**src/vdec_front_defs.svh**
```systemverilog
// Offsets, field positions, reset values and decode codes of the front control bank.
`ifndef VDEC_FRONT_DEFS_SVH
`define VDEC_FRONT_DEFS_SVH
`define OFS_INPUT_ROUTING   8'h00
`define OFS_FRONT_GAIN      8'h01
`define OFS_VIDEO_STANDARD  8'h02
`define OFS_OPERATION_MODE  8'h03
`define OFS_AUTOSWITCH_MASK 8'h04
`define OFS_COLOUR_SUPPRESS 8'h05
`define OFS_LUMA_ONE        8'h06
`define OFS_LUMA_TWO        8'h07
`define OFS_LUMA_THREE      8'h08
`define REG_COUNT           9
`define RST_INPUT_ROUTING   8'h00
`define RST_FRONT_GAIN      8'h0F
`define RST_VIDEO_STANDARD  8'h00
`define RST_OPERATION_MODE  8'h00
`define RST_AUTOSWITCH_MASK 8'h23
`define RST_COLOUR_SUPPRESS 8'h10
`define RST_LUMA_ONE        8'h00
`define RST_LUMA_TWO        8'h00
`define RST_LUMA_THREE      8'h00
`define MASK_INPUT_ROUTING   8'hFF
`define MASK_FRONT_GAIN      8'h0F
`define MASK_VIDEO_STANDARD  8'h0F
`define MASK_OPERATION_MODE  8'h01
`define MASK_AUTOSWITCH_MASK 8'h7F
`define MASK_COLOUR_SUPPRESS 8'h7F
`define MASK_LUMA_ONE        8'h57
`define MASK_LUMA_TWO        8'hCC
`define MASK_LUMA_THREE      8'h03
`define BIT_AUTO_GAIN       0
`define BIT_POWER_SAVE      0
`define BIT_PEDESTAL_ABSENT 6
`define BIT_RAW_BLANK       4
`define KILL_MODE_LSB       5
`define KILL_THRESH_LSB     0
`define LUMA_DELAY_LSB      0
`define LUMA_FILTER_LSB     6
`define PEAK_GAIN_LSB       2
`define TRAP_SEL_LSB        0
`define STD_AUTO            4'h0
`define STD_LAST_COMPOSITE  4'h7
`define STD_PROG_525        4'h9
`define STD_PROG_625        4'hA
`define STD_INT_625         4'h2
`define ROUTE_SVIDEO_TOP    2'h1
`define ROUTE_COMPONENT_TOP 2'h2
`define ROUTE_SCART_TOP     2'h3
`define POWER_SAVE_DIVIDE   4'h7
`endif

```
**src/vdec_front_pkg.sv**
```systemverilog
// Types shared by the front control bank.
package vdec_front_pkg;
    typedef enum logic [3:0]
    {
        MODE_COMPOSITE = 4'b0001,
        MODE_SVIDEO    = 4'b0010,
        MODE_COMPONENT = 4'b0100,
        MODE_SCART     = 4'b1000
    } input_mode_type;
    typedef enum logic [2:0]
    {
        FSM_IDLE  = 3'b001,
        FSM_WRITE = 3'b010,
        FSM_READ  = 3'b100
    } port_state_type;
endpackage

```
**src/vdec_front_regs.sv**
```systemverilog
// Front control register bank of the video decoder with its control decode.
//
// Overview of operation
// - Analog output follows composite, luma or green input of routing code.
// - Gain bit zero selects automatic gain, only on the analog front end.
// - Brightness and contrast stay independent of the gain mode.
// - Standard code zero means autoswitch; other valid codes force that standard.
// - Composite codes one to seven force the seven listed standards.
// - Component codes 1, 2, 9, 10 select interlaced or progressive rates.
// - Changing the standard field returns dependent settings to defaults.
// - Power save slows the processor clock and switches converters off.
// - In power save the host port works and settings are kept.
// - Autoswitch mask bits include each standard; default 23h.
// - Colour killer mode: automatic, reserved, forced off, disabled.
// - Killer threshold five bits, default sixteen, register reset 10h.
// - Pedestal bit zero means setup pedestal present.
// - Raw blanking puts luma in chroma slots during the blank window.
// - Three-bit signed code delays luma against chroma by up to three periods.
// - Luma filter field selects comb, trap or bypass; 11 reserved.
// - Trap select chooses one of four stop-band widths.
// - Host reads and writes each register by its 8-bit subaddress.
`timescale 1ns/1ns
`default_nettype none
`include "vdec_front_defs.svh"
module vdec_front_regs
(
    input  wire logic       i_clock,
    input  wire logic       i_arst_n,
    input  wire logic       i_host_write,
    input  wire logic       i_host_read,
    input  wire logic [7:0] i_host_subaddr,
    input  wire logic [7:0] i_host_wdata,
    input  wire logic       i_pixel_en,
    input  wire logic       i_vblank,
    input  wire logic [9:0] i_luma,
    input  wire logic [9:0] i_chroma,
    output var  logic [7:0] o_host_rdata,
    output var  logic       o_host_rvalid,
    output var  logic [3:0] o_analog_out_sel,
    output var  logic       o_auto_gain_enable,
    output var  logic       o_autoswitch,
    output var  logic [3:0] o_forced_standard,
    output var  logic       o_standard_reserved,
    output var  logic [6:0] o_autoswitch_mask,
    output var  logic       o_power_save,
    output var  logic       o_converters_on,
    output var  logic       o_proc_clock_en,
    output var  logic [1:0] o_kill_mode,
    output var  logic [4:0] o_kill_threshold,
    output var  logic       o_pedestal_present,
    output var  logic [1:0] o_luma_filter,
    output var  logic [1:0] o_peak_gain,
    output var  logic [1:0] o_trap_select,
    output var  logic [9:0] o_luma,
    output var  logic [9:0] o_chroma
);
    logic                           rst_meta_q;
    logic                           rst_sync_q;

    logic [7:0]                     regs_q [0:`REG_COUNT-1];
    logic [7:0]                     reset_value [0:`REG_COUNT-1];
    logic [7:0]                     write_mask  [0:`REG_COUNT-1];

    logic                           addr_hit;
    logic [7:0]                     read_word;
    logic                           std_change;
    logic [7:0]                     std_new;

    logic [3:0]                     std_code;
    logic [1:0]                     route_top;
    logic [3:0]                     route_low;
    vdec_front_pkg::input_mode_type mode;
    logic                           std_valid;

    logic [3:0]                     ps_div_q;

    logic                           raw_blank;
    logic [9:0]                     dly_luma;
    logic [9:0]                     dly_chroma;
    integer                         idx;

    // Release of the asynchronous reset through two flip-flops.
    always_ff @(posedge i_clock or negedge i_arst_n)
    begin
        if (!i_arst_n)
        begin
            rst_meta_q <= 1'b0;
            rst_sync_q <= 1'b0;
        end
        else
        begin
            rst_meta_q <= 1'b1;
            rst_sync_q <= rst_meta_q;
        end
    end

    // Reset values and writable bits of each register; reserved bits stay zero.
    assign reset_value[0] = `RST_INPUT_ROUTING;
    assign reset_value[1] = `RST_FRONT_GAIN;
    assign reset_value[2] = `RST_VIDEO_STANDARD;
    assign reset_value[3] = `RST_OPERATION_MODE;
    assign reset_value[4] = `RST_AUTOSWITCH_MASK;
    assign reset_value[5] = `RST_COLOUR_SUPPRESS;
    assign reset_value[6] = `RST_LUMA_ONE;
    assign reset_value[7] = `RST_LUMA_TWO;
    assign reset_value[8] = `RST_LUMA_THREE;
    assign write_mask[0]  = `MASK_INPUT_ROUTING;
    assign write_mask[1]  = `MASK_FRONT_GAIN;
    assign write_mask[2]  = `MASK_VIDEO_STANDARD;
    assign write_mask[3]  = `MASK_OPERATION_MODE;
    assign write_mask[4]  = `MASK_AUTOSWITCH_MASK;
    assign write_mask[5]  = `MASK_COLOUR_SUPPRESS;
    assign write_mask[6]  = `MASK_LUMA_ONE;
    assign write_mask[7]  = `MASK_LUMA_TWO;
    assign write_mask[8]  = `MASK_LUMA_THREE;

    // Address decode and detection of a change to the standard field.
    assign addr_hit   = (i_host_subaddr <= `OFS_LUMA_THREE);
    assign std_new    = i_host_wdata & `MASK_VIDEO_STANDARD;
    assign std_change = i_host_write && (i_host_subaddr == `OFS_VIDEO_STANDARD)
                        && (std_new != regs_q[2]);

    // Read selection: unmapped subaddresses give zero.
    assign read_word = addr_hit ? regs_q[i_host_subaddr[3:0]] : 8'h00;

    // Register storage: host writes, standard change restores dependent luma settings.
    always_ff @(posedge i_clock or negedge i_arst_n)
    begin
        if (!i_arst_n)
        begin
            regs_q[0] <= `RST_INPUT_ROUTING;
            regs_q[1] <= `RST_FRONT_GAIN;
            regs_q[2] <= `RST_VIDEO_STANDARD;
            regs_q[3] <= `RST_OPERATION_MODE;
            regs_q[4] <= `RST_AUTOSWITCH_MASK;
            regs_q[5] <= `RST_COLOUR_SUPPRESS;
            regs_q[6] <= `RST_LUMA_ONE;
            regs_q[7] <= `RST_LUMA_TWO;
            regs_q[8] <= `RST_LUMA_THREE;
        end
        else if (!rst_sync_q)
        begin
            for (idx = 0; idx < `REG_COUNT; idx = idx + 1)
                regs_q[idx] <= reset_value[idx];
        end
        else
        begin
            for (idx = 0; idx < `REG_COUNT; idx = idx + 1)
            begin
                if (i_host_write && i_host_subaddr == 8'(idx))
                    regs_q[idx] <= i_host_wdata & write_mask[idx];
                else if (std_change && idx >= 6)
                    regs_q[idx] <= reset_value[idx];
            end
        end
    end

    // Read port: one-cycle answer, unmapped subaddresses read zero; works in power save.
    always_ff @(posedge i_clock or negedge i_arst_n)
    begin
        if (!i_arst_n)
        begin
            o_host_rdata  <= 8'h00;
            o_host_rvalid <= 1'b0;
        end
        else
        begin
            o_host_rvalid <= i_host_read;
            o_host_rdata  <= i_host_read ? read_word : 8'h00;
        end
    end

    // Input routing decode to the mode and the input that feeds the analog output.
    assign route_top = regs_q[0][7:6];
    assign route_low = regs_q[0][3:0];
    always_comb
    begin
        unique case (route_top)
            `ROUTE_SVIDEO_TOP:    mode = vdec_front_pkg::MODE_SVIDEO;
            `ROUTE_COMPONENT_TOP: mode = vdec_front_pkg::MODE_COMPONENT;
            `ROUTE_SCART_TOP:     mode = vdec_front_pkg::MODE_SCART;
            default:              mode = vdec_front_pkg::MODE_COMPOSITE;
        endcase
    end

    // Standard code validity depends on the input mode.
    assign std_code  = regs_q[2][3:0];
    assign std_valid = (mode == vdec_front_pkg::MODE_COMPONENT)
                       ? (std_code <= `STD_INT_625 || std_code == `STD_PROG_525
                          || std_code == `STD_PROG_625)
                       : (std_code <= `STD_LAST_COMPOSITE);

    // Power save divider: processor clock enable pulses once per eight cycles.
    always_ff @(posedge i_clock or negedge i_arst_n)
    begin
        if (!i_arst_n)
            ps_div_q <= 4'h0;
        else
            ps_div_q <= (ps_div_q == `POWER_SAVE_DIVIDE) ? 4'h0 : ps_div_q + 4'h1;
    end

    // Raw blanking replaces chroma by luma inside the vertical blank window.
    assign raw_blank = regs_q[6][`BIT_RAW_BLANK] && i_vblank;

    // Delay line for luma relative to chroma.
    vdec_luma_delay u_delay
    (
        .i_clock      (i_clock),
        .i_rst_n      (rst_sync_q),
        .i_pixel_en   (i_pixel_en),
        .i_delay_code (regs_q[6][`LUMA_DELAY_LSB +: 3]),
        .i_luma       (i_luma),
        .i_chroma     (i_chroma),
        .o_luma       (dly_luma),
        .o_chroma     (dly_chroma)
    );

    // Registered control outputs decoded from the bank.
    always_ff @(posedge i_clock or negedge i_arst_n)
    begin
        if (!i_arst_n)
        begin
            o_analog_out_sel    <= 4'h0;
            o_auto_gain_enable  <= 1'b1;
            o_autoswitch        <= 1'b1;
            o_forced_standard   <= 4'h0;
            o_standard_reserved <= 1'b0;
            o_autoswitch_mask   <= 7'h23;
            o_power_save        <= 1'b0;
            o_converters_on     <= 1'b0;
            o_proc_clock_en     <= 1'b0;
            o_kill_mode         <= 2'h0;
            o_kill_threshold    <= 5'h10;
            o_pedestal_present  <= 1'b1;
            o_luma_filter       <= 2'h0;
            o_peak_gain         <= 2'h0;
            o_trap_select       <= 2'h0;
        end
        else
        begin
            o_analog_out_sel    <= route_low;
            o_auto_gain_enable  <= regs_q[1][`BIT_AUTO_GAIN];
            o_autoswitch        <= (std_code == `STD_AUTO);
            o_forced_standard   <= std_valid ? std_code : 4'h0;
            o_standard_reserved <= !std_valid;
            o_autoswitch_mask   <= regs_q[4][6:0];
            o_power_save        <= regs_q[3][`BIT_POWER_SAVE];
            o_converters_on     <= rst_sync_q && !regs_q[3][`BIT_POWER_SAVE];
            o_proc_clock_en     <= rst_sync_q && (!regs_q[3][`BIT_POWER_SAVE]
                                   || ps_div_q == `POWER_SAVE_DIVIDE);
            o_kill_mode         <= regs_q[5][`KILL_MODE_LSB +: 2];
            o_kill_threshold    <= regs_q[5][`KILL_THRESH_LSB +: 5];
            o_pedestal_present  <= !regs_q[6][`BIT_PEDESTAL_ABSENT];
            o_luma_filter       <= regs_q[7][`LUMA_FILTER_LSB +: 2];
            o_peak_gain         <= regs_q[7][`PEAK_GAIN_LSB +: 2];
            o_trap_select       <= regs_q[8][`TRAP_SEL_LSB +: 2];
        end
    end

    // Video samples leave through their own register stage.
    always_ff @(posedge i_clock or negedge i_arst_n)
    begin
        if (!i_arst_n)
        begin
            o_luma   <= 10'h000;
            o_chroma <= 10'h000;
        end
        else
        begin
            o_luma   <= dly_luma;
            o_chroma <= raw_blank ? dly_luma : dly_chroma;
        end
    end

    // Defaults stand when the reset copy rises.
    chk_reset_defaults: assert property (@(posedge i_clock)
        $rose(rst_sync_q) |-> regs_q[4] == 8'h23 && regs_q[5] == 8'h10 && regs_q[1] == 8'h0F)
        else $error("Register defaults wrong after reset release.");

    // A mask write lands on the next cycle.
    chk_write_stores: assert property (@(posedge i_clock) disable iff (!rst_sync_q)
        i_host_write && i_host_subaddr == `OFS_AUTOSWITCH_MASK
        |=> regs_q[4] == ($past(i_host_wdata) & 8'h7F))
        else $error("Mask register did not store the write.");

    // Every read is answered one cycle later.
    chk_read_answer: assert property (@(posedge i_clock) disable iff (!rst_sync_q)
        i_host_read |=> o_host_rvalid)
        else $error("Read not answered in one cycle.");

    // A new standard code clears the luma settings.
    chk_std_restore: assert property (@(posedge i_clock) disable iff (!rst_sync_q)
        std_change |=> regs_q[7] == 8'h00 && regs_q[6] == 8'h00)
        else $error("Standard change did not restore luma settings.");

    // The gain bit reaches its output two cycles after a write.
    chk_gain_follow: assert property (@(posedge i_clock) disable iff (!rst_sync_q)
        i_host_write && i_host_subaddr == `OFS_FRONT_GAIN
        |=> ##1 o_auto_gain_enable == $past(i_host_wdata[`BIT_AUTO_GAIN], 2))
        else $error("Gain mode output does not follow register.");

    // Code zero selects autoswitch and no forced standard.
    chk_autoswitch: assert property (@(posedge i_clock) disable iff (!rst_sync_q)
        std_code == 4'h0 |=> o_autoswitch && o_forced_standard == 4'h0)
        else $error("Autoswitch not selected for code zero.");

    // Power save turns the converters off.
    chk_power_save: assert property (@(posedge i_clock) disable iff (!rst_sync_q)
        regs_q[3][0] |=> !o_converters_on)
        else $error("Converters left on in power save.");

    // In power save the processor enable never stands two cycles running.
    chk_slow_clock: assert property (@(posedge i_clock) disable iff (!rst_sync_q)
        o_power_save && regs_q[3][`BIT_POWER_SAVE] && o_proc_clock_en |=> !o_proc_clock_en)
        else $error("Processor clock not slowed in power save.");

    // Raw blanking puts luma on the chroma output.
    chk_raw_chroma: assert property (@(posedge i_clock) disable iff (!rst_sync_q)
        raw_blank |=> o_chroma == $past(dly_luma))
        else $error("Chroma not replaced by luma in blank window.");

    // The pedestal flag is the inverse of the written bit.
    chk_pedestal: assert property (@(posedge i_clock) disable iff (!rst_sync_q)
        i_host_write && i_host_subaddr == `OFS_LUMA_ONE
        |=> ##1 o_pedestal_present == !$past(i_host_wdata[`BIT_PEDESTAL_ABSENT], 2))
        else $error("Pedestal flag wrong.");

    // The killer threshold follows a write.
    chk_kill_thresh: assert property (@(posedge i_clock) disable iff (!rst_sync_q)
        i_host_write && i_host_subaddr == `OFS_COLOUR_SUPPRESS
        |=> ##1 o_kill_threshold == $past(i_host_wdata[`KILL_THRESH_LSB +: 5], 2))
        else $error("Killer threshold does not follow the write.");

    // Main scenarios of the bank.
    cov_std_change: cover property (@(posedge i_clock) std_change);
    cov_power_save: cover property (@(posedge i_clock) o_power_save && o_host_rvalid);
    cov_raw_blank: cover property (@(posedge i_clock) raw_blank && i_pixel_en);
    cov_reserved_std: cover property (@(posedge i_clock) o_standard_reserved);
    cov_kill_forced: cover property (@(posedge i_clock) o_kill_mode == 2'h2);
endmodule
`default_nettype wire

```
**src/vdec_luma_delay.sv**
```systemverilog
// Signed luma-versus-chroma delay line of up to three pixel periods either way.
`timescale 1ns/1ns
`default_nettype none
module vdec_luma_delay
(
    input  wire logic       i_clock,
    input  wire logic       i_rst_n,
    input  wire logic       i_pixel_en,
    input  wire logic [2:0] i_delay_code,
    input  wire logic [9:0] i_luma,
    input  wire logic [9:0] i_chroma,
    output var  logic [9:0] o_luma,
    output var  logic [9:0] o_chroma
);
    logic [9:0] luma_tap_q   [0:3];
    logic [9:0] chroma_tap_q [0:3];
    logic [1:0] luma_sel;
    logic [1:0] chroma_sel;
    integer     idx;

    // Positive codes delay luma, negative codes delay chroma, 000 and 100 give none.
    assign luma_sel   = (i_delay_code[2] == 1'b0) ? i_delay_code[1:0] : 2'h0;
    assign chroma_sel = (i_delay_code[2] == 1'b1) ? 2'(3'h4 - {1'b0, i_delay_code[1:0]}) : 2'h0;

    // Shift both taps and select outputs on each pixel enable.
    always_ff @(posedge i_clock or negedge i_rst_n)
    begin
        if (!i_rst_n)
        begin
            for (idx = 0; idx < 4; idx = idx + 1)
            begin
                luma_tap_q[idx]   <= 10'h000;
                chroma_tap_q[idx] <= 10'h000;
            end
            o_luma   <= 10'h000;
            o_chroma <= 10'h000;
        end
        else if (i_pixel_en)
        begin
            luma_tap_q[0]   <= i_luma;
            chroma_tap_q[0] <= i_chroma;
            for (idx = 1; idx < 4; idx = idx + 1)
            begin
                luma_tap_q[idx]   <= luma_tap_q[idx-1];
                chroma_tap_q[idx] <= chroma_tap_q[idx-1];
            end
            o_luma   <= (luma_sel == 2'h0) ? i_luma : luma_tap_q[luma_sel - 2'h1];
            o_chroma <= (chroma_sel == 2'h0) ? i_chroma : chroma_tap_q[chroma_sel - 2'h1];
        end
    end
endmodule
`default_nettype wire
```
**config.mk**
```make
export PLATFORM = sky130hd
export DESIGN_NAME = vdec_front_regs
export DESIGN_NICKNAME = d
export VERILOG_FILES = /design/src/vdec_front_pkg.sv /design/src/vdec_front_regs.sv /design/src/vdec_luma_delay.sv
export VERILOG_INCLUDE_DIRS = /design/src /design/src/src
export SDC_FILE = /design/constraint.sdc
export NUM_CORES = 1
export LEC_CHECK = 0
export BUFFER_PORTS_ARGS = -buffer_cell sky130_fd_sc_hd__buf_2
export CAP_MARGIN = 20
export CORE_MARGIN = 3
export CORE_UTILIZATION = 50
export CTS_CLUSTER_DIAMETER = 150
export DETAILED_ROUTE_END_ITERATION = 16
export PLACE_DENSITY = 0.7
export SYNTH_ARGS = -nofsm -noshare
export SYNTH_HDL_FRONTEND = slang
export SYNTH_SLANG_ARGS = --single-unit
```
**constraint.sdc**
```tcl
create_clock -name i_clock -period 3.4 [get_ports i_clock]
set_input_delay 0.51 -clock i_clock [delete_from_list [all_inputs] [get_ports i_clock]]
set_output_delay 0.51 -clock i_clock [all_outputs]
set_load 0.03 [all_outputs]
```
==> results of run 1 <==
-- metrics by stage --
stage	setup WS (ns)	instances
floorplan	0.786	626
global placement	0.823	922
detailed placement	0.768	922
CTS	0.726	963
global route	0.513	963
finish	0.758	963
-- worst paths after layout --
kind / start / to / slack (ns)
max: regs_q[16] / u_delay.o_chroma[7] / 0.76
min: i_host_read / o_host_rvalid / 0.18
max reg2reg: regs_q[16] / u_delay.o_chroma[7] / 0.76
min reg2reg: rst_meta_q / rst_sync_q / 0.36
max in group asynchronous: rst_sync_q / u_delay.o_chroma[5] / 2.16
min in group asynchronous: i_arst_n / o_forced_standard[1] / 0.44
-- worst max-delay path, stage by stage, from the launching register on --
cell	delay, ns
sky130_fd_sc_hd__dfrtp_1	0.42
sky130_fd_sc_hd__nand2_1	0.38
sky130_fd_sc_hd__ha_1	0.86
sky130_fd_sc_hd__mux4_2	0.58
sky130_fd_sc_hd__mux2i_1	0.14
sky130_fd_sc_hd__a21oi_1	0.09
-- cell type report --
class,instances,area (sq um)
repair buffers,113,618
well taps,220,275
inverters,10,37.5
flip-flops and latches,212,5330
fillers,1355,6650
clock inverters,6,58.8
clock buffers,34,667
multi-input cells,368,3180
-- layout by cell type (no fill, tap or decap), drive strengths merged, types with 2 or more instances in the layout --
| cell | netlist | routed |
|---|---|---|
| dfrtp | 197 | 197 |
| buf | 22 | 112 |
| mux2 | 94 | 94 |
| nor2 | 40 | 40 |
| mux2i | 39 | 39 |
| clkbuf | 14 | 34 |
| nand2 | 32 | 32 |
| nand3 | 30 | 30 |
| a21oi | 29 | 29 |
| mux4 | 23 | 23 |
| o21ai | 16 | 16 |
| dfstp | 15 | 15 |
| inv | 9 | 9 |
| xor2 | 6 | 6 |
| nor2b | 6 | 6 |
| clkinv | 1 | 6 |
| a22oi | 4 | 4 |
| a31o | 4 | 4 |
| nor3 | 4 | 4 |
| a221oi | 3 | 3 |
| and2 | 3 | 3 |
| nand4 | 3 | 3 |
| ha | 3 | 3 |
| nor4 | 3 | 3 |
| a31oi | 2 | 2 |
| o21a | 2 | 2 |
| and3 | 2 | 2 |
| nand4b | 2 | 2 |
| and4 | 2 | 2 |
| o22ai | 2 | 2 |
| nand3b | 2 | 2 |
-- synth_stat cells (4+ instances only) --
cell type,instances
sky130_fd_sc_hd__a21oi_1,29
sky130_fd_sc_hd__nand3_1,28
sky130_fd_sc_hd__o21ai_0,16
sky130_fd_sc_hd__dfrtp_1,197
sky130_fd_sc_hd__mux2i_1,39
sky130_fd_sc_hd__nor2b_1,5
sky130_fd_sc_hd__mux4_2,23
sky130_fd_sc_hd__xor2_1,6
sky130_fd_sc_hd__buf_2,12
sky130_fd_sc_hd__clkbuf_1,14
sky130_fd_sc_hd__buf_1,4
sky130_fd_sc_hd__nor2_1,39
sky130_fd_sc_hd__a22oi_1,4
sky130_fd_sc_hd__nand2_1,32
sky130_fd_sc_hd__inv_1,9
sky130_fd_sc_hd__mux2_2,94
sky130_fd_sc_hd__dfstp_2,15
sky130_fd_sc_hd__a31o_1,4
-- what timing repair did --
item                                    4_1_cts  5_1_grt
endpoints found under the setup margin        0        0
hold buffers                                  1        0
setup buffers                                 0        0
gates resized for setup                       0        0
hold endpoints to repair                     18        0
-- power breakdown --
part | internal (uW) | switching (uW) | leakage, uW
Sequential | 2740 | 136 | 0.00260
Clock | 1430 | 956 | 0.000360
Combinational | 286 | 272 | 0.00182
-- sequential cells by signal (all words and copies together), names as in the netlist, 8 cells and up --
signal and cells:
u_delay.chroma_tap_q 40, u_delay.luma_tap_q 40, u_delay.o_luma 10, regs_q 42, o_host_rdata 8, o_luma 10, u_delay.o_chroma 10, o_chroma 10
-- logic make-up (layout without fill, tap and decap cells) --
logic type	after synthesis	after routing
other	1	1
buffers and inverters	46	163
AND/OR/NAND/NOR	135	135
adder cells (fa/ha/maj)	3	3
multiplexers	156	156
XOR/XNOR	6	6
flip-flops	212	212
AO/OA/AOI/OAI	67	67
-- per-layer routing --
layer  wire length, microns  global-route usage (%)  vias up
met1                   7630                    25.4     2766
met5                      0                       0        -
met2                   9210                    32.3      148
met4                    433                    5.41        0
met3                    938                    3.38       33
li1                       -                       -     2445
==> results.md, run 1 <==
Floorplanning:
- The die is 138 microns tall.
- The count of standard-cell rows is 47.
- The core footprint is between 15,000 and 20,000 sq um.
- The top-level I/O count is 106.
- The initial core utilization is between 50% and 60%.
- The floorplan step defined a die boundary enclosing 19,100 sq um.
- From left edge to right edge, the die measures approximately 140 microns.

Critical path:
- In this run the worst path has a maximum fanout of 11.
- The critical path is of the flip-flop to flip-flop type.
- The category of the worst setup path capture point is a flip-flop.
- The worst endpoint required time is ~3.7 ns.
- Counting cells, the worst reg-to-reg path comes to 5.
- Data on the critical path arrives at its endpoint at ~3.0 ns.
- The sort of element at the start of the critical path is a flip-flop.

Layout:
- The post-route standard cell area excluding fillers is around 10,000 sq um.
- The number of inserted diodes is 0.
- The final core area utilization is roughly 60%.
- The share of final-layout standard cells stronger than drive strength 1 is around two fifths.
- The number of nets in the layout is ~770.
- Compared with the post-synthesis result, the final layout area differs by 16.5%.

Logic synthesis:
- The library cell with the largest summed area after synthesis is sky130_fd_sc_hd__dfrtp_1.
- The number of library cell types mapped by synthesis is between 50 and 60.
- Averaged over all synthesized cells, the footprint is about 14 sq um.
- The number of synthesized flops with an enable pin is 0.
- The share of synthesized area in the top cell type comes to between 50% and 60%.
- The multiplexer share of the synthesized area is a little under a quarter.
- After synthesis, the largest family of logic cells by area is multiplexers.
- The synthesized netlist devotes 8.27% of its cell area to simple gates.
- Sorting the synthesized cells by area gives the leading types as sky130_fd_sc_hd__dfrtp_1 (56%), sky130_fd_sc_hd__mux2_2 (12%), sky130_fd_sc_hd__mux4_2 (5.9%), sky130_fd_sc_hd__dfstp_2 (4.5%), sky130_fd_sc_hd__mux2i_1 (4.5%).
- The cell area after technology mapping is between 8000 and 9000 sq um.
- The number of nets produced by synthesis is ~670.
- The Yosys step of the flow raised 0 warnings.
- After synthesis, the share of flip-flops with an asynchronous set or reset is 100%.
- The synthesized design contains between 200 and 250 register bits.
- The synthesized netlist devotes 4.57% of its cell area to compound gates.
- The cell count after synthesis came out at around 630.
- For this run, the leading register cell type out of synthesis is sky130_fd_sc_hd__dfrtp_1.
- For this run, the register share of the synthesized area comes to between 60% and 70%.
- After Yosys synthesis, full adders, half adders and majority gates account for 0.430% of the synthesized area.
- The area share of xor/xnor cells in the synthesized design is less than 1%.

Timing:
- The total negative slack is 0 ns.
- Dividing the final minimum period by the clock period gives between 70 and 80%.
- For the pin with the worst max-slew slack, the measured transition is between 0.8 and 0.9 ns.
- The max-slew violation count is 0.
- On the final layout, the worst hold slack is 0.184 ns.
- The highest attainable clock frequency is between 300 and 400 MHz.
- Setup repair after global routing left no endpoint under its margin.
- The count of endpoints failing hold in the final timing report was 0.
- Subtracting the final worst setup slack from the clock period gives approximately 2.6 ns.
- The number of setup violations in the final report is 0.
- The worst slew margin relative to its limit is 46.1%.
- The final setup skew is roughly 0.013 ns.

CTS:
- The maximum buffer depth of the clock tree is 3.
- CTS built an H-tree with a depth of 1.
- The clock latency on the worst-skew pair is 0.50 ns.
- The tree is rooted in a sky130_fd_sc_hd__clkbuf_16.
- Clock tree synthesis inserted a total of 23 buffers.
- The clock drives between 200 and 250 sinks.
- TritonCTS built the clock tree.
- The clock edge transition at the registers on the reported setup and hold paths is about 0.060 ns.

GRT:
- The wire length of the first global-routing pass is around 30,000 microns.
- The number of antenna violations at the first check in global routing is 0.
- The via count of the first global-routing pass is about 5,600.
- The global router's overall resource usage is between 10% and 20%.
- The largest net degree at the start of global routing is between 90 and 100.
- The remaining global-route overflow is 0.

Drt:
- Dividing the detail-routed via count by the number of cells gives around 5.6.
- The total wire length after detailed routing is around 18,000 microns.
- Once detail routing completed, the nets flagged for antenna violations numbered 0.
- After the first detailed-routing iteration, the DRC count stood at approximately 400.
- The detailed router placed 5,392 vias in this run.
- In the routed design, unresolved DRC markers number 0.
- The first detailed-routing pass took 5 iterations.
- The average detailed-routed wire length per instance is between 15 and 20 microns.

Power and ir drop:
- The leakage power summed over all cells is 0.00479 uW.
- Summing internal, switching and leakage power gives just under 6000 uW.
- The worst-case IR drop observed on VDD is 440 uV.
- Dividing total power by cell area gives a power density of roughly 570 nW/um^2.

Hold path:
- The type of the most critical hold path is primary input to flip-flop.
- The cell depth of the worst min-delay path is 1.

Run status:
- The flow ran to the end, and the final reports show no timing, DRC or antenna violations.

Placement:
- The cell area after placement is roughly 9400 sq um.
- The congestion estimate from routability-driven global placement came to around 0.87.
- Summed over all nets, the half-perimeter wirelength after detailed placement is 12,000 microns.
- The number of port buffers is roughly 110.

Job:
- The total of max-cap violations is 0.
Note: power is estimated with default switching activity, not from simulation.
==> run 2, diff against run 1 <==
--- a/config.mk
+++ b/config.mk
@@ -12,7 +12,7 @@
 export CORE_UTILIZATION = 50
 export CTS_CLUSTER_DIAMETER = 150
 export DETAILED_ROUTE_END_ITERATION = 16
-export PLACE_DENSITY = 0.7
+export PLACE_DENSITY = 0.73
 export SYNTH_ARGS = -nofsm -noshare
 export SYNTH_HDL_FRONTEND = slang
 export SYNTH_SLANG_ARGS = --single-unit
==> constraint.sdc (replaced) <==
create_clock -name i_clock -period 2.4 [get_ports i_clock]
set_input_delay 0.36 -clock i_clock [delete_from_list [all_inputs] [get_ports i_clock]]
set_output_delay 0.36 -clock i_clock [all_outputs]
set_load 0.03 [all_outputs]
==> run 2 against run 1 <==
Routed wire length is 0.69% higher. Clock skew is 0.015 ns higher. Register-to-register slack worse by 0.44 ns. Flip-flop and latch count is the same. Combinational power increased by 43%. Largest power group unchanged.
==> results.md, run 2 (synthesis gave the netlist of run 1 again) <==
Run status:
- The flow ran to the end, and the final reports show no timing, DRC or antenna violations.

CTS:
- The maximum buffer depth of the clock tree is 3.
- The TritonCTS clock tree is built.
- The number of levels the H-tree was split into is 1.
- The clock latency on the worst-skew pair is around 0.51 ns.
- The post-cts hold buffer count is 1.
- The root buffer cell chosen for the clock tree is sky130_fd_sc_hd__clkbuf_16.
- The number of setup buffers added after CTS is 0.
- In this run, CTS created clock tree buffers numbering 22.
- Clock-pin slew was measured on the worst setup and hold paths at 0.06 ns.
- The clock net in this run drives a total of between 200 and 250 sinks.
- The post-CTS resize count is 0.

Critical path:
- The worst setup path is of the flip-flop to flip-flop kind.
- The arrival time reported for the critical path endpoint is 2.42 ns.
- For the worst setup path, the data required time is about 2.7 ns.
- The worst setup path is launched from a flip-flop.
- The category of the worst setup path capture point is a flip-flop.
- Along the worst path, the maximum fanout reaches 10.
- The worst setup slack for register-to-register paths is approximately 0.32 ns.

Floorplanning:
- The region available for standard cell placement spans between 15,000 and 20,000 sq um.
- The initial core utilization is approximately half.
- The die covers between 15,000 and 20,000 sq um.
- The top-level I/O count is between 100 and 150.
- The height of the die is about 140 microns.
- The count of standard-cell rows is 47.
- The die outline width is ~140 microns.

Job:
- The total of max-cap violations is 0.

Placement:
- The congestion estimate from routability-driven global placement came to 0.883.
- During placement, the flow inserted port buffers numbering between 100 and 150.
- The HPWL after detailed placement is ~12,000 microns.
- The cell area after placement is ~9500 sq um.
- The post-placement setup slack is around 0.29 ns.

Layout:
- Counting the fill cells in the layout gives around 1,300.
- The net count of the finished layout is slightly below 800.
- The number of antenna diodes in the final layout is 0.
- The sequential cell area in the final layout is ~5300 sq um.
- The share of final-layout standard cells stronger than drive strength 1 is about two fifths.
- The area used by multi-input combinational logic is 3180 sq um.
- The library cell used most frequently in the layout, excluding fill and tap cells, is sky130_fd_sc_hd__dfrtp_1.
- In the final layout, the registers with the most flip-flops are regs_q: 42 flops, u_delay.chroma_tap_q: 40 flops, u_delay.luma_tap_q: 40 flops.
- With fillers left out, the area of the finished cells amounts to 10,300 sq um.
- Ranked by flip-flop count, first place goes to regs_q.
- The register with the most flip-flops in the layout has 42 of them.
- In the layout the commonest cells are sky130_fd_sc_hd__dfrtp_1 (196), sky130_fd_sc_hd__buf_2 (103), sky130_fd_sc_hd__mux2_2 (94), sky130_fd_sc_hd__mux2i_1 (39), sky130_fd_sc_hd__nor2_1 (39).
- Compared with the post-synthesis result, the final layout area differs by 18.5%.

Timing:
- The worst slew margin relative to its limit is 50.5%.
- The total negative slack is 0 ns.
- Setup violations remaining at the end of the flow were counted as 0.
- The clock period minus worst slack is between 2 and 2.5 ns.
- The count of endpoints failing hold in the final timing report is 0.
- The max-slew violation count is 0.
- The final critical path takes up between 80% and 90% of the cycle.
- Across the routed clock network, the largest skew measured is approximately 0.028 ns.
- Setup repair after global routing left no endpoint under its margin.
- The final setup slack of the worst path is roughly 0.32 ns.
- At the pin with the least slew margin, the transition time is 0.742 ns.
- Derived from the worst setup path, the maximum achievable clock frequency is between 400 and 500 MHz.
- The worst hold slack is 0.0282 ns.

GRT:
- Global routing consumed, on the met3 layer, under 10% of the routing resources.
- The number of antenna violations at the first check in global routing is 2.
- The largest net degree at the start of global routing is 62.
- The most heavily used metal layer in global routing is met2.
- Global routing used 19.1% of the available tracks across all layers.
- The via count of the first global-routing pass is around 5,700.
- The remaining global-route overflow is 0.
- The first global-routing pass estimated 30,200 microns of wire.
- Global routing consumed, on the met1 layer, between 20% and 30% of the routing resources.
- For this run, global-route usage on met2 was measured as between 30% and 40%.

Drt:
- The number of nets with antenna violations after detailed routing is 0.
- In the routed layout, each cell is associated on average with a via count of roughly 5.5.
- Detailed routing inserted a total of approximately 5,400 vias.
- The residual DRC count is 0.
- The average detailed-routed wire length per instance is 18.8 microns.
- After the first detailed-routing iteration, the DRC count stood at between 300 and 400.
- Before antenna repair, the detailed router went through 4 iterations.
- For this block, the routed nets add up to ~18,000 microns of wire.

Hold path:
- The type of the most critical hold path is primary input to flip-flop.

Power and ir drop:
- In this run the static leakage power is 0.00488 uW.
- The highest ir drop seen on vdd is about 680 uV.
- The power density over the cells is between 800 and 900 nW/um^2.
==> run 2: cell type report <==
cell class / instances / share of cell area, %
timing repair buffer: 126 / 7.04
tap: 220 / 2.66
clock inverter: 6 / 1.26
multi-input combinational: 368 / 30.8
inverter: 10 / 0.363
clock buffer: 34 / 6.35
sequential: 212 / 51.5
==> run 2: through the flow <==
stage	std cells	power [uW]	util (%)
after floorplan	626	4650	-
after detailed placement	935	4940	56.7
after global routing	976	8840	61.5
after CTS	976	8610	61.5
final	976	8520	61.5
after global placement	935	4870	56.7
==> run 2: critical path, cell delays in order (launching register included) <==
cell and delay (ns):
sky130_fd_sc_hd__dfrtp_1 0.42, sky130_fd_sc_hd__xor2_1 0.16, sky130_fd_sc_hd__nand2_1 0.07, sky130_fd_sc_hd__ha_1 0.28, sky130_fd_sc_hd__buf_4 0.23, sky130_fd_sc_hd__mux4_2 0.53, sky130_fd_sc_hd__mux2i_1 0.13, sky130_fd_sc_hd__a21oi_1 0.09
==> run 2: worst paths after layout <==
path / from / endpoint / cells past startpoint
max: regs_q[16] / u_delay.o_chroma[9] / 7
min: i_host_read / o_host_rvalid / 1
max reg2reg: regs_q[16] / u_delay.o_chroma[9] / 7
min reg2reg: rst_meta_q / rst_sync_q / 0
max in group asynchronous: rst_sync_q / u_delay.chroma_tap_q[18] / 1
min in group asynchronous: i_arst_n / o_forced_standard[1] / 2
==> run 2: layer usage <==
metal | part of all wire [%] | routed length, microns | vias up
met3 | 5.5 | 1000 | 41
met4 | 2.3 | 429 | 4
met1 | 41 | 7600 | 2731
met2 | 51 | 9280 | 151
li1 | - | - | 2470
met5 | 0.11 | 21 | -
==> run 2: where the power goes <==
group / total (uW) / switching (uW) / leakage (uW) / internal [uW]
clock: 3650 / 1340 / 0.000385 / 2310
sequential: 4080 / 199 / 0.00260 / 3880
combinational: 798 / 383 / 0.00189 / 414
total: 8520 / 1920 / 0.00488 / 6600
==> run 3, diff against run 2 <==
--- a/config.mk
+++ b/config.mk
@@ -9,10 +9,10 @@
 export BUFFER_PORTS_ARGS = -buffer_cell sky130_fd_sc_hd__buf_2
 export CAP_MARGIN = 20
 export CORE_MARGIN = 3
-export CORE_UTILIZATION = 50
+export CORE_UTILIZATION = 52
 export CTS_CLUSTER_DIAMETER = 150
 export DETAILED_ROUTE_END_ITERATION = 16
-export PLACE_DENSITY = 0.73
+export PLACE_DENSITY = 0.75
 export SYNTH_ARGS = -nofsm -noshare
 export SYNTH_HDL_FRONTEND = slang
 export SYNTH_SLANG_ARGS = --single-unit
==> run 3 against run 2 <==
Final cell count down 0.82%. Highest routed layer unchanged. Hold slack worse by 0.0033 ns. Fmax up 0.44%. Clock power down 10%. Register-to-register slack about the same. Critical path type unchanged. Core utilization up 1.8 points. Critical endpoint unchanged. Die area down 3.7%. Global-route usage up 1.6 points. Critical path depth unchanged. Routed wire length up 1.1%. Design area down 0.97%.
==> results.md, run 3 (synthesis gave the netlist of run 1 again) <==
Power and ir drop:
- The portion of total power attributed to the clock network is roughly two fifths.
- The total internal power is around 6200 uW.
- Combinational cells account for between 9 and 10% of the total power.
- The power density over the cells is 796 nW/um^2.
- For this design the total switching power over the nets is between 1500 and 2000 uW.
- The leakage power summed over all cells is around 0.0048 uW.
- The register share of total power is roughly half.
- The worst-case IR drop observed on VDD is approximately 660 uV.
- Net switching is 23.3% of the power.

Drt:
- After detailed routing, the number of remaining DRC violations is 0.
- The total iterations of the first detailed-routing run is 5.
- The total via count in the routed design is between 5,000 and 6,000.
- The average detailed-routed wire length per instance is approximately 19 microns.
- The total wire length after detailed routing is approximately 19,000 microns.
- The via density per instance is about 5.6.
- The detail route stage leaves a number of antenna-violating nets equal to 0.
- The number of design-rule violations left by the first detailed-router iteration is 305.

Timing:
- At the pin with the least slew margin, the transition time is ~0.58 ns.
- Between clock sinks in the finished design, the worst skew comes to 0.00636 ns.
- The count of endpoints failing hold in the final timing report was 0.
- The period utilization is 86.2%.
- The max-slew violation count is 0.
- Setup repair after global routing left no endpoint under its margin.
- The worst slew margin relative to its limit is about three fifths.
- Setup violations remaining at the end of the flow were counted as 0.
- The clock period minus worst slack is ~2.1 ns.
- The worst hold slack is 0.0249 ns.
- The total negative slack is 0 ns.
- Based on the critical path, the design can be clocked at up to approximately 480 MHz.

Critical path:
- The worst register-to-register path begins at regs_q[16].
- In this run the worst path has a maximum fanout of 10.
- The arrival time reported for the critical path endpoint is between 2 and 2.5 ns.
- The slowest cell on the critical path is sky130_fd_sc_hd__mux4_2.
- The endpoint identified for the worst register-to-register timing path is u_delay.o_chroma[9].
- The number of cells on the worst reg-to-reg path is 7.
- The critical path in this run is classified as flip-flop to flip-flop.
- The critical path goes through xor2_1 -> nand2_1 -> ha_1 -> buf_4 -> mux4_2 -> mux2i_1 -> a21oi_1.
- The largest incremental delay on the critical path is roughly 0.54 ns.
- The worst setup slack for register-to-register paths is between 0.3 and 0.4 ns.
- The category of the worst setup path capture point is a flip-flop.
- The worst setup path is launched from a flip-flop.
- At the worst endpoint, the required time is ~2.8 ns.

CTS:
- The post-CTS resize count is 0.
- No sink is reached through more buffers than the 3 on the longest clock path.
- Counting every sink on the clock net gives about 210.
- The tree is rooted in a sky130_fd_sc_hd__clkbuf_16.
- The clock buffer count from CTS is 22.
- The number of levels the H-tree was split into is 1.
- The TritonCTS clock tree is built.
- After clock tree synthesis, the clock-pin slew on the worst setup and hold paths is 0.06 ns.
- The number of setup buffers added after CTS is 0.
- The post-cts hold buffer count is 1.
- The later pin in the worst-skew pair is clocked with a latency of around 0.50 ns.

Layout:
- The largest registers in the layout are regs_q: 42 flops, u_delay.chroma_tap_q: 40 flops, u_delay.luma_tap_q: 40 flops.
- The repair_antennas step left the layout with diodes totalling 0.
- The most common library cell in the layout ignoring fill and taps is sky130_fd_sc_hd__dfrtp_1.
- Ranked by flip-flop count, first place goes to regs_q.
- At the end of the flow, the number of nets in the layout was between 700 and 800.
- In the layout the commonest cells are sky130_fd_sc_hd__dfrtp_1 (196), sky130_fd_sc_hd__buf_2 (103), sky130_fd_sc_hd__mux2_2 (94), sky130_fd_sc_hd__mux2i_1 (39), sky130_fd_sc_hd__nor2_1 (39).
- The number of flip-flops in the largest register is 42.
- Of the cells placed in the final design, the portion with a size suffix greater than 1 is approximately two fifths.
- The area growth from synthesis to layout is 17.3%.

GRT:
- The wire length of the first global-routing pass is ~30,000 microns.
- The via count of the first global-routing pass is 5,812.
- Global routing finished with a remaining overflow of 0.
- Entering global routing, the biggest net connects 101 pins.
- The global router's overall resource usage is about a fifth.
- The number of antenna violations at the first check in global routing is 1.

Floorplanning:
- The floorplan step defined a die boundary enclosing ~18,000 sq um.
- The die is about 140 microns tall.
- Once the floorplan was initialized, standard cells occupied approximately 54% of the core.
- After floorplanning, the core was divided into 46 placement rows.
- The core region is roughly 16,000 sq um.
- The top-level I/O count is between 100 and 150.
- From left edge to right edge, the die measures roughly 140 microns.

Run status:
- The flow ran to the end, and the final reports show no timing, DRC or antenna violations.

Placement:
- The number of port buffers is around 110.
- The global placer's final weighted congestion is 0.880.
- Detailed placement finished with a half-perimeter wire length of around 13,000 microns.

Job:
- Max-cap violations in this run came to 0.

Hold path:
- The end of the worst hold path is o_host_rvalid.
- The worst hold path begins at i_host_read.
- The type of the most critical hold path is primary input to flip-flop.
- Along the worst hold path, the cell count comes to 1.
-- run 3: stage by stage --
stage	instances	instance area (sq um)	utilization [%]	setup WS (ns)	power [uW]
global placement	927	9520	58.9	0.372	4870
global route	968	10200	63.3	0.156	8480
CTS	968	10200	63.3	0.308	8220
floorplan	626	8730	-	0.331	4650
finish	968	10200	63.3	0.332	8150
detailed placement	927	9520	58.9	0.315	4940
-- run 3: power groups by stage --
stage	Sequential, uW	Combinational [uW]	Clock, uW
2_1_floorplan	4150	494	0
3_3_place_gp	4110	762	0
3_5_place_dp	4140	801	0
4_1_cts	4080	808	3330
5_1_grt	4120	871	3490
6_report	4080	797	3270
-- run 3: layout make-up --
type	count	area (sq um)
fill	1229	5940
inverter	10	37.5
clock buffer	37	688
clock inverter	3	21.3
timing repair buffer	122	711
tap	216	270
sequential	212	5330
multi-input combinational	368	3180
-- run 3: worst max-delay path by stage --
stage	to	slack [ns]	startpoint	cells past startpoint
after floorplan	u_delay.o_luma[0]	0.33	regs_q[16]	8
after global placement	u_delay.o_chroma[6]	0.37	regs_q[16]	7
after detailed placement	u_delay.o_chroma[3]	0.32	regs_q[16]	7
after CTS	u_delay.o_chroma[3]	0.31	regs_q[16]	7
after global routing	u_delay.o_chroma[9]	0.16	regs_q[16]	7
final	u_delay.o_chroma[9]	0.33	regs_q[16]	7
-- run 3: critical path, delay by kind of cell, from the launching register on --
| family | cells | cell delay [ns] |
|---|---|---|
| xor gates and xnor gates | 1 | 0.18 |
| AOI/OAI and AO/OA | 1 | 0.08 |
| adders and majority gates | 1 | 0.27 |
| DFF | 1 | 0.42 |
| and+or+nand+nor | 1 | 0.08 |
| buffers and inverters | 1 | 0.23 |
| muxes | 2 | 0.68 |
-- run 3: routing by layer --
layer,track usage [%],share of wire [%],vias up
met1,27.0,41,2744
met2,35.2,51,197
met3,4.09,5.7,50
li1,-,-,2457
met4,6.38,2.6,2
met5,0,0.070,-
